[config.mk]
export PLATFORM = sky130hd
export DESIGN_NAME = bcs_top
export DESIGN_NICKNAME = d
export VERILOG_FILES = /design/src/rtl/bcs_pkg.sv /design/src/rtl/bcs_top.sv
export VERILOG_INCLUDE_DIRS = /design/src /design/src/rtl
export SDC_FILE = /design/constraint.sdc
export NUM_CORES = 2
export LEC_CHECK = 0
export BUFFER_PORTS_ARGS = -buffer_cell sky130_fd_sc_hd__buf_4
export CAP_MARGIN = 10
export CELL_PAD_IN_SITES_DETAIL_PLACEMENT = 0
export CELL_PAD_IN_SITES_GLOBAL_PLACEMENT = 2
export CORE_MARGIN = 5
export CORE_UTILIZATION = 42
export DETAILED_ROUTE_END_ITERATION = 6
export PLACE_DENSITY_LB_ADDON = 0.1
export SLEW_MARGIN = 10
export SYNTH_ARGS = -nofsm -noshare
export SYNTH_HDL_FRONTEND = slang
export SYNTH_SLANG_ARGS = --single-unit
[constraint.sdc]
create_clock -name core_clk -period 9.1 [get_ports core_clk]
set_input_delay 0.455 -clock core_clk [delete_from_list [all_inputs] [get_ports core_clk]]
set_output_delay 0.455 -clock core_clk [all_outputs]
set_load 0.1 [all_outputs]
[src/rtl/bcs_regs.svh]
// constants of the brake control sequencer: parameter subindices, reset values, limits
// assumes a single 125 MHz core clock and a millisecond time base derived from it
// Functional notes
// - After standstill the brake is commanded closed only once the close-brake idle time has run.
// - After the brake is commanded closed, current goes off once the shutdown idle time has run.
// - On power-up current goes on first, and the brake opens after the open-brake delay.
// - After the brake opens, operation-enabled waits the start delay, which resets to zero.
// - The brake output pulses at the frequency in hertz, accepted 0 to 2000, reset value zero.
// - The PWM high time follows the duty in percent, accepted 0 or 2 to 100, reset value zero.
// - Subindex zero is a read-only 8-bit entry that returns 6.
// - All four timing parameters count milliseconds of the sequencer time base.
`ifndef BCS_REGS_SVH
`define BCS_REGS_SVH
`define BCS_SUB_COUNT      8'h00
`define BCS_SUB_CLOSE      8'h01
`define BCS_SUB_OFF        8'h02
`define BCS_SUB_OPEN       8'h03
`define BCS_SUB_START      8'h04
`define BCS_SUB_FREQ       8'h05
`define BCS_SUB_DUTY       8'h06
`define BCS_ENTRY_COUNT    8'h06
`define BCS_RST_CLOSE      32'h0000_03e8
`define BCS_RST_OFF        32'h0000_03e8
`define BCS_RST_OPEN       32'h0000_03e8
`define BCS_RST_START      32'h0000_0000
`define BCS_RST_FREQ       32'h0000_0000
`define BCS_RST_DUTY       32'h0000_0000
`define BCS_FREQ_MAX       32'h0000_07d0
`define BCS_DUTY_MIN       32'h0000_0002
`define BCS_DUTY_MAX       32'h0000_0064
`define BCS_PCT_FULL       64'h0000_0000_0000_0064
`define BCS_CLK_MHZ        125
`define BCS_CLK_HZ         32'h0773_5940
`define BCS_TICK_US        1000
`define BCS_CYC_PER_MS     (`BCS_TICK_US * `BCS_CLK_MHZ)
`endif

[src/rtl/bcs_pkg.sv]
// types of the brake control sequencer
// assumes bcs_regs.svh for all numeric constants
package bcs_pkg;
  typedef struct packed {
    logic        wr;
    logic [7:0]  sub;
    logic [31:0] wdata;
  } bcs_od_req_t;

  typedef enum logic [2:0] {
    ST_OFF,
    ST_OPEN_WAIT,
    ST_RUN_WAIT,
    ST_RUN,
    ST_CLOSE_WAIT,
    ST_OFF_WAIT
  } bcs_state_t;
endpackage

[src/rtl/bcs_top.sv]
// brake control sequencer: parameter array access, power/brake timing, brake PWM
// assumes enable_req and motor_standstill come from logic on core_clk
`timescale 1ns/1ps
`include "bcs_regs.svh"
module bcs_top #(
  parameter int unsigned CYC_PER_MS = `BCS_CYC_PER_MS
) (
  // clock and reset
  input  wire logic               core_clk,
  input  wire logic               rstn,
  // parameter array access
  input  wire logic               od_valid,
  input  wire bcs_pkg::bcs_od_req_t od_req,
  output logic                    od_ack_q,
  output logic                    od_err_q,
  output logic [31:0]             od_rdata_q,
  // power state side
  input  wire logic               enable_req,
  input  wire logic               motor_standstill,
  output logic                    motor_current_on_q,
  output logic                    op_enabled_q,
  // brake side
  output logic                    brake_open_q,
  output logic                    brake_out_q
);

  logic [31:0] close_q, off_q, open_q, start_q, freq_q, duty_q;
  logic        wr_ok;
  logic [31:0] rd_val;
  logic        sub_ok;

  // parameter writes; out-of-range values are refused and leave the entry unchanged
  always_comb begin
    wr_ok  = 1'b1;
    sub_ok = 1'b1;
    rd_val = 32'h0000_0000;
    unique case (od_req.sub)
      `BCS_SUB_COUNT: begin
        rd_val = {24'h00_0000, `BCS_ENTRY_COUNT};
        wr_ok  = 1'b0;
      end
      `BCS_SUB_CLOSE: rd_val = close_q;
      `BCS_SUB_OFF:   rd_val = off_q;
      `BCS_SUB_OPEN:  rd_val = open_q;
      `BCS_SUB_START: rd_val = start_q;
      `BCS_SUB_FREQ: begin
        rd_val = freq_q;
        wr_ok  = od_req.wdata <= `BCS_FREQ_MAX;
      end
      `BCS_SUB_DUTY: begin
        rd_val = duty_q;
        wr_ok  = (od_req.wdata == 32'h0000_0000) || ((od_req.wdata >= `BCS_DUTY_MIN)
                 && (od_req.wdata <= `BCS_DUTY_MAX));
      end
      default: begin
        sub_ok = 1'b0;
        wr_ok  = 1'b0;
      end
    endcase
  end

  always_ff @(posedge core_clk or negedge rstn) begin
    if (!rstn) begin
      close_q <= `BCS_RST_CLOSE;
      off_q   <= `BCS_RST_OFF;
      open_q  <= `BCS_RST_OPEN;
      start_q <= `BCS_RST_START;
      freq_q  <= `BCS_RST_FREQ;
      duty_q  <= `BCS_RST_DUTY;
    end else if (od_valid && od_req.wr && wr_ok) begin
      unique case (od_req.sub)
        `BCS_SUB_CLOSE: close_q <= od_req.wdata;
        `BCS_SUB_OFF:   off_q   <= od_req.wdata;
        `BCS_SUB_OPEN:  open_q  <= od_req.wdata;
        `BCS_SUB_START: start_q <= od_req.wdata;
        `BCS_SUB_FREQ:  freq_q  <= od_req.wdata;
        `BCS_SUB_DUTY:  duty_q  <= od_req.wdata;
        default: ;
      endcase
    end
  end

  always_ff @(posedge core_clk or negedge rstn) begin
    if (!rstn) begin
      od_ack_q   <= 1'b0;
      od_err_q   <= 1'b0;
      od_rdata_q <= 32'h0000_0000;
    end else begin
      od_ack_q   <= od_valid;
      od_err_q   <= od_valid && (od_req.wr ? !wr_ok : !sub_ok);
      od_rdata_q <= (od_valid && !od_req.wr) ? rd_val : 32'h0000_0000;
    end
  end

  // millisecond time base
  logic [31:0] div_q, ms_q;
  logic        tick, tmr_clr;
  assign tick = div_q == 32'(CYC_PER_MS - 1);

  always_ff @(posedge core_clk or negedge rstn) begin
    if (!rstn) begin
      div_q <= 32'h0000_0000;
      ms_q  <= 32'h0000_0000;
    end else if (tmr_clr) begin
      div_q <= 32'h0000_0000;
      ms_q  <= 32'h0000_0000;
    end else begin
      div_q <= tick ? 32'h0000_0000 : div_q + 32'h0000_0001;
      // saturate so a huge delay can never wrap to an early expiry
      if (tick && ms_q != 32'hffff_ffff)
        ms_q <= ms_q + 32'h0000_0001;
    end
  end

  // sequencer
  bcs_pkg::bcs_state_t state_q, state_d;

  always_comb begin
    state_d = state_q;
    unique case (state_q)
      bcs_pkg::ST_OFF:
        if (enable_req) state_d = bcs_pkg::ST_OPEN_WAIT;
      bcs_pkg::ST_OPEN_WAIT:
        if (!enable_req) state_d = bcs_pkg::ST_OFF_WAIT;
        else if (ms_q >= open_q) state_d = bcs_pkg::ST_RUN_WAIT;
      bcs_pkg::ST_RUN_WAIT:
        if (!enable_req) state_d = bcs_pkg::ST_CLOSE_WAIT;
        else if (ms_q >= start_q) state_d = bcs_pkg::ST_RUN;
      bcs_pkg::ST_RUN:
        if (!enable_req) state_d = bcs_pkg::ST_CLOSE_WAIT;
      bcs_pkg::ST_CLOSE_WAIT:
        if (motor_standstill && ms_q >= close_q) state_d = bcs_pkg::ST_OFF_WAIT;
      bcs_pkg::ST_OFF_WAIT:
        if (ms_q >= off_q) state_d = bcs_pkg::ST_OFF;
    endcase
  end

  // close-brake idle time restarts whenever the motor moves again
  assign tmr_clr = (state_d != state_q) ||
                   (state_q == bcs_pkg::ST_CLOSE_WAIT && !motor_standstill);

  always_ff @(posedge core_clk or negedge rstn) begin
    if (!rstn) begin
      state_q            <= bcs_pkg::ST_OFF;
      motor_current_on_q <= 1'b0;
      brake_open_q       <= 1'b0;
      op_enabled_q       <= 1'b0;
    end else begin
      state_q            <= state_d;
      motor_current_on_q <= state_d != bcs_pkg::ST_OFF;
      brake_open_q       <= state_d == bcs_pkg::ST_RUN_WAIT || state_d == bcs_pkg::ST_RUN ||
                            state_d == bcs_pkg::ST_CLOSE_WAIT;
      op_enabled_q       <= state_d == bcs_pkg::ST_RUN;
    end
  end

  // brake pwm by phase accumulator, avoids a divider for the period
  logic [31:0] acc_q, acc_sum;
  logic        pwm_hi, pwm_static;
  assign acc_sum    = acc_q + freq_q;
  assign pwm_hi     = ({32'h0000_0000, acc_q} * `BCS_PCT_FULL) <
                      ({32'h0000_0000, duty_q} * {32'h0000_0000, `BCS_CLK_HZ});
  assign pwm_static = (freq_q == 32'h0000_0000) || (duty_q == 32'h0000_0000);

  always_ff @(posedge core_clk or negedge rstn) begin
    if (!rstn) begin
      acc_q <= 32'h0000_0000;
    end else if (!brake_open_q || pwm_static) begin
      acc_q <= 32'h0000_0000;
    end else begin
      acc_q <= (acc_sum >= `BCS_CLK_HZ) ? acc_sum - `BCS_CLK_HZ : acc_sum;
    end
  end

  always_ff @(posedge core_clk or negedge rstn) begin
    if (!rstn) brake_out_q <= 1'b0;
    else brake_out_q <= brake_open_q && (pwm_static || pwm_hi);
  end
endmodule // bcs_top

======== After elaboration in Yosys (flattened, before gate mapping) ========
Index checks and enable logic that the tools add are counted.
storage, ports and cells
  input bits .............................. 46
  word-level logic and storage cells ...... 105
  register bits ........................... 329
  output and inout port bits .............. 38
operators by class
  reduce and logical (&&, ||, !) cells .... 36
  equality and inequality tests ........... 17
  multiply operators ...................... 2
  mux-type cells .......................... 20
  magnitude comparators ................... 9
  $add $sub $neg .......................... 4
operator list
  cell                                                                 count
  2-to-1 mux 32 bit                                                    7
  case mux 32 bit (7 select lines)                                     1
  greater-or-equal comparator 32 bit                                   4
  logical NOT 32 bit                                                   3
  adder 32 x 1 -> 32 bit, second input constant                        2
  < comparator 39 x 59 -> 1 bit                                        1
  multiplier 32 x 21 -> 53 bit, second input constant                  1
  multiplier 32 x 5 -> 37 bit, second input constant                   1
  adder 32 bit                                                         1
  == test 32 x 17 -> 1 bit, second input constant                      1
  greater-or-equal comparator 32 x 2 -> 1 bit, second input constant   1
  greater-or-equal comparator 32 x 27 -> 1 bit, second input constant  1
  less-or-equal comparator 32 x 11 -> 1 bit, second input constant     1
  less-or-equal comparator 32 x 7 -> 1 bit, second input constant      1
  inequality test 32 bit, second input constant                        1
  subtractor 32 x 27 -> 32 bit, second input constant                  1
  == test 8 x 3 -> 1 bit, second input constant                        3
  2-to-1 mux 3 bit                                                     8
  case mux 3 bit (6 select lines)                                      1
  == test 8 x 2 -> 1 bit, second input constant                        2
  == test 3 x 2 -> 1 bit, second input constant                        4
  AND reduction 2 bit                                                  6
  == test 3 bit, second input constant                                 3
  logical AND 1 bit                                                    9
  other kinds (13)                                                     24

======== Logic depth before layout (Yosys ltp) ========
  depth after elaboration ................. 7
  mapped depth ............................ 36
  depth with buffers taken out ............ 36

======== Worst setup path after synthesis ========
Ideal clock, no wire load.
  path type ............................... reg-to-reg
  start ................................... register duty_q[2]
  end ..................................... register brake_out_q
  slack ................................... 1.349 ns
  path buffers ............................ 1
  setup time .............................. 0.129 ns
  clock period less this slack ............ 7.751 ns
  cell stages (with the launch flop) ...... 33
  data arrival time ....................... 7.622 ns
  cells stage by stage .................... dfrtp_1 inv_1 fa_1 fa_1 fa_1 fa_1 fa_1 inv_1 fa_1 inv_1 fa_1 inv_1 ha_1 clkbuf_1 nand2_1 o21ai_1 nor2_1 and2_1 o31ai_1 nand2_1 o21ai_0 xnor2_1 ha_1 o221ai_1 nor2_1 o211ai_1 a21oi_1 o211ai_1 a311oi_1 nand4b_1 nor4_1 nand4_1 o41a_1
between the ends
  word-level cells in the longest chain between the ends .. 4
  elaborated cells between the ends (all ways) .. 6
  those cells by class .................... mul (1); order compare (1); reduce/logical (4)
ends and longest elaborated chain
  what                                                                       line                            source
  from (decl)                                                                bcs_top.sv:27                   logic [31:0] close_q, off_q, open_q, start_q, freq_q, duty_q;
  from (signal assigned)                                                     bcs_top.sv:69                   duty_q <= `BCS_RST_DUTY;
  from (signal assigned)                                                     bcs_top.sv:77                   `BCS_SUB_DUTY: duty_q <= od_req.wdata;
  multiplier 32 x 21 -> 53 bit / logical NOT 32 bit (equally long branches)  bcs_top.sv:162, bcs_top.sv:163
  < comparator 39 x 59 -> 1 bit / logical OR 1 bit (equally long branches)   bcs_top.sv:161, bcs_top.sv:163
  logical OR 1 bit (*)                                                       bcs_top.sv:177                  else brake_out_q <= brake_open_q && (pwm_static || pwm_hi);
  logical AND 1 bit (*)                                                      bcs_top.sv:177
  to (signal assigned)                                                       bcs_top.sv:177
  to (decl)                                                                  bcs_top.sv:24                   output logic brake_out_q
Mark *: on every way between the ends. The rest lies on a longest branch, timed or not.
A chain may end at the register's enable or synchronous reset.

======== Worst setup path in the final report ========
  start ................................... register duty_q[8]
  end ..................................... register brake_out_q
The elaborated chain is that of the path after synthesis.

==> results.sh <==
export IMPL_layout_min_cycle_time_ns=8.570
export IMPL_p_per_area_nw_per_um2=103.5
export IMPL_drtPass1Iterations=5
export IMPL_antenna_left=0
export IMPL_crit_top_cell="fa_1"
export IMPL_viasPerCell=5.383
export IMPL_setup_viol=0
export IMPL_port_buffer_count=83
export IMPL_power_leakage_nw=20.24
export IMPL_fmax_mhz=116.7
export IMPL_htree_levels=2
export IMPL_avgSynthCellArea_um2=9.588
export IMPL_clock_latency_ns=0.59
export IMPL_area_growth_pct=9.318
export IMPL_grt_pass1_vias=28126
export IMPL_antenna_found_initial=9
export IMPL_grt_overflow_total=0
export IMPL_period_share_pct=94.18
export IMPL_post_synth_top_count_cell="inv_1"
export IMPL_rsz0062_at_grt="no"
export IMPL_tns_ns=0
export IMPL_cp_start_kind="flip-flop"
export IMPL_drc=0
export IMPL_hold_violations=0
export IMPL_synth_area_um2=37180
export IMPL_placementRows=109
export IMPL_synth_ff_type="dfrtp_1"
export IMPL_core_area_um2=88100
export IMPL_die_h_um=307.5
export IMPL_cts_tree="done"
export IMPL_slew_violations=0
export IMPL_synth_commonest_cells="inv_1, ha_1, fa_1, dfrtp_1, nor2_1"
export IMPL_synth_edff_count=0
export IMPL_cts_sinks=329
export IMPL_avgRoutedWirePerCell_um=22.23
export IMPL_required_ns=9.57
export IMPL_wirelength_um=114500
export IMPL_die_area_um2=94570
export IMPL_critical_path_slowest_cell="fa_1"
export IMPL_ys_warn_count=0
export IMPL_vias=27717
export IMPL_ios=84
export IMPL_drive_above_1_share_pct=9.945
export IMPL_clk_pin_slew_ns=0.06
export IMPL_hold_class="input pin to flip-flop"
export IMPL_synth_top_cells_by_area="dfrtp_1, ha_1, fa_1"
export IMPL_place_congestion=0.8645
export IMPL_skew_ns=0.03951
export IMPL_track_usage_pct=24.10
export IMPL_synth_seq_area_share_pct=22.20
export IMPL_finalNetCount=4911
export IMPL_final_cells=5149
export IMPL_async_reset_ff_share_pct=100.0
export IMPL_initial_core_util_pct=42.20
export IMPL_post_cts_buffers=0
export IMPL_grt_pass1_wl_um=175000
export IMPL_critPathArrivalTime_ns=9.04
export IMPL_grt_max_degree=86
export IMPL_endpoint_kind="flip-flop"
export IMPL_tightest_slew_ns=1.252
export IMPL_die_w_um=307.5
export IMPL_final_area_um2=40650
export IMPL_total_power_w=0.004208
export IMPL_synth_top_area_cell="dfrtp_1"
export IMPL_placed_cell_area_um2=39200
export IMPL_synth_top_area_share_pct=20.93
export IMPL_maxCapViolations=0
export IMPL_hpwl_um=93440
export IMPL_syn_inst=3878
export IMPL_slew_headroom_pct=16.24
export IMPL_ir_drop_uv=158.8
export IMPL_cts_root_buffer="clkbuf_16"
export IMPL_drt_iter0_drc=1577
export IMPL_syn_nets=4840
export IMPL_max_stage_delay_ns=0.59
export IMPL_ys_seq_elements=329
export IMPL_cts_buffer_depth=3
export IMPL_placedCellCount=5069
export IMPL_outcome="completed"
export IMPL_critPathKind="flip-flop to flip-flop"
export IMPL_synth_cell_types=91
export IMPL_numCtsBuffers=42
export IMPL_crit_fanout=8
[path summary, 6_finish.rpt]
check | depth (start not counted) | to | start | slack, ns
setup / recovery | 32 | brake_out_q$_DFF_PN0_ | duty_q[8]$_DFFE_PN0P_ | 0.53
hold / removal | 1 | od_ack_q$_DFF_PN0_ | od_valid | 0.03
setup reg to reg | 32 | brake_out_q$_DFF_PN0_ | duty_q[8]$_DFFE_PN0P_ | 0.53
hold reg to reg | 1 | div_q[0]$_DFF_PN0_ | div_q[0]$_DFF_PN0_ | 0.47
max in group asynchronous | 4 | div_q[5]$_DFF_PN0_ | rstn | 6.46
min in group asynchronous | 2 | od_ack_q$_DFF_PN0_ | rstn | 0.49
[timing repair]
action,4_1_cts,5_1_grt
hold buffers,1,0
resized for setup,0,5
setup endpoints to repair,0,1
endpoints found under the hold margin,80,0
[power breakdown]
part	switching (W)	internal [W]	total [W]	leakage, nW
clock network	0.000711	0.00102	0.00173	0.701
logic	0.000623	0.000336	0.000959	15.2
registers	0.0000379	0.00148	0.00152	4.38
total	0.00137	0.00284	0.00421	20.2
[placed cells by master, fill, tap and decap left out, drive strengths merged, types with 64 or more instances in the layout]
cell type	count
a21o	91
dfrtp	311
fa	340
nand4	64
xor2	72
inv	762
nor2	206
o21ai	97
ha	576
a22oi	94
nand3	69
xnor2	86
mux2	141
nand2	161
buf	119
a21oi	193
[routing by layer]
metal	GRT usage, %	share of wire [%]	routed length, µm
met5	0	0.024	27
met2	39.72	47	54020
met1	33.31	45	51490
met4	6.937	3.2	3632
met3	3.466	4.6	5303
[critical path, delay by kind of cell (launching register included)]
| kind | cells | cell delay, ns |
|---|---|---|
| fa+ha+maj | 9 | 4.32 |
| compound gates | 9 | 1.75 |
| simple gates | 9 | 1.33 |
| flops | 1 | 0.54 |
| buf+inv | 4 | 0.39 |
| xor+xnor | 1 | 0.15 |
[cell type report]
| cell class | instances | area, µm² |
|---|---|---|
| diodes | 2 | 5.005 |
| clock buffers | 59 | 1205 |
| clock inverters | 18 | 224.0 |
| fillers | 8693 | 47460 |
| inverters | 761 | 2856 |
| multi-input cells | 2695 | 25720 |
| flip-flops and latches | 329 | 8262 |
| well taps | 1165 | 1458 |
| repair buffers | 120 | 910.9 |
[state kept, by name, indices dropped and copies added (netlist names), 3 cells and up]
name	cells
od_rdata_q	32
duty_q	32
off_q	32
open_q	32
acc_q	32
state_q	3
start_q	32
freq_q	32
div_q	32
ms_q	32
close_q	32
[through the flow]
step	hold slack (ns)	setup slack [ns]	util (%)
global placement	0.4590	0.6228	44.49
global route	0.01675	0.007084	46.13
CTS	0.005010	0.4499	46.12
finish	0.02566	0.5300	46.13
floorplan	0.1594	1.349	-
detailed placement	0.4601	0.4644	44.49
[logic make-up after synthesis]
group / share of synthesized area [%]
AOI/OAI and AO/OA: 13.00
and+or+nand+nor: 10.10
DFF: 22.20
muxes: 4.540
adders and majority gates: 37.69
xor gates and xnor gates: 3.722
buffers and inverters: 8.739
Note: power is estimated with default switching activity, not from simulation.
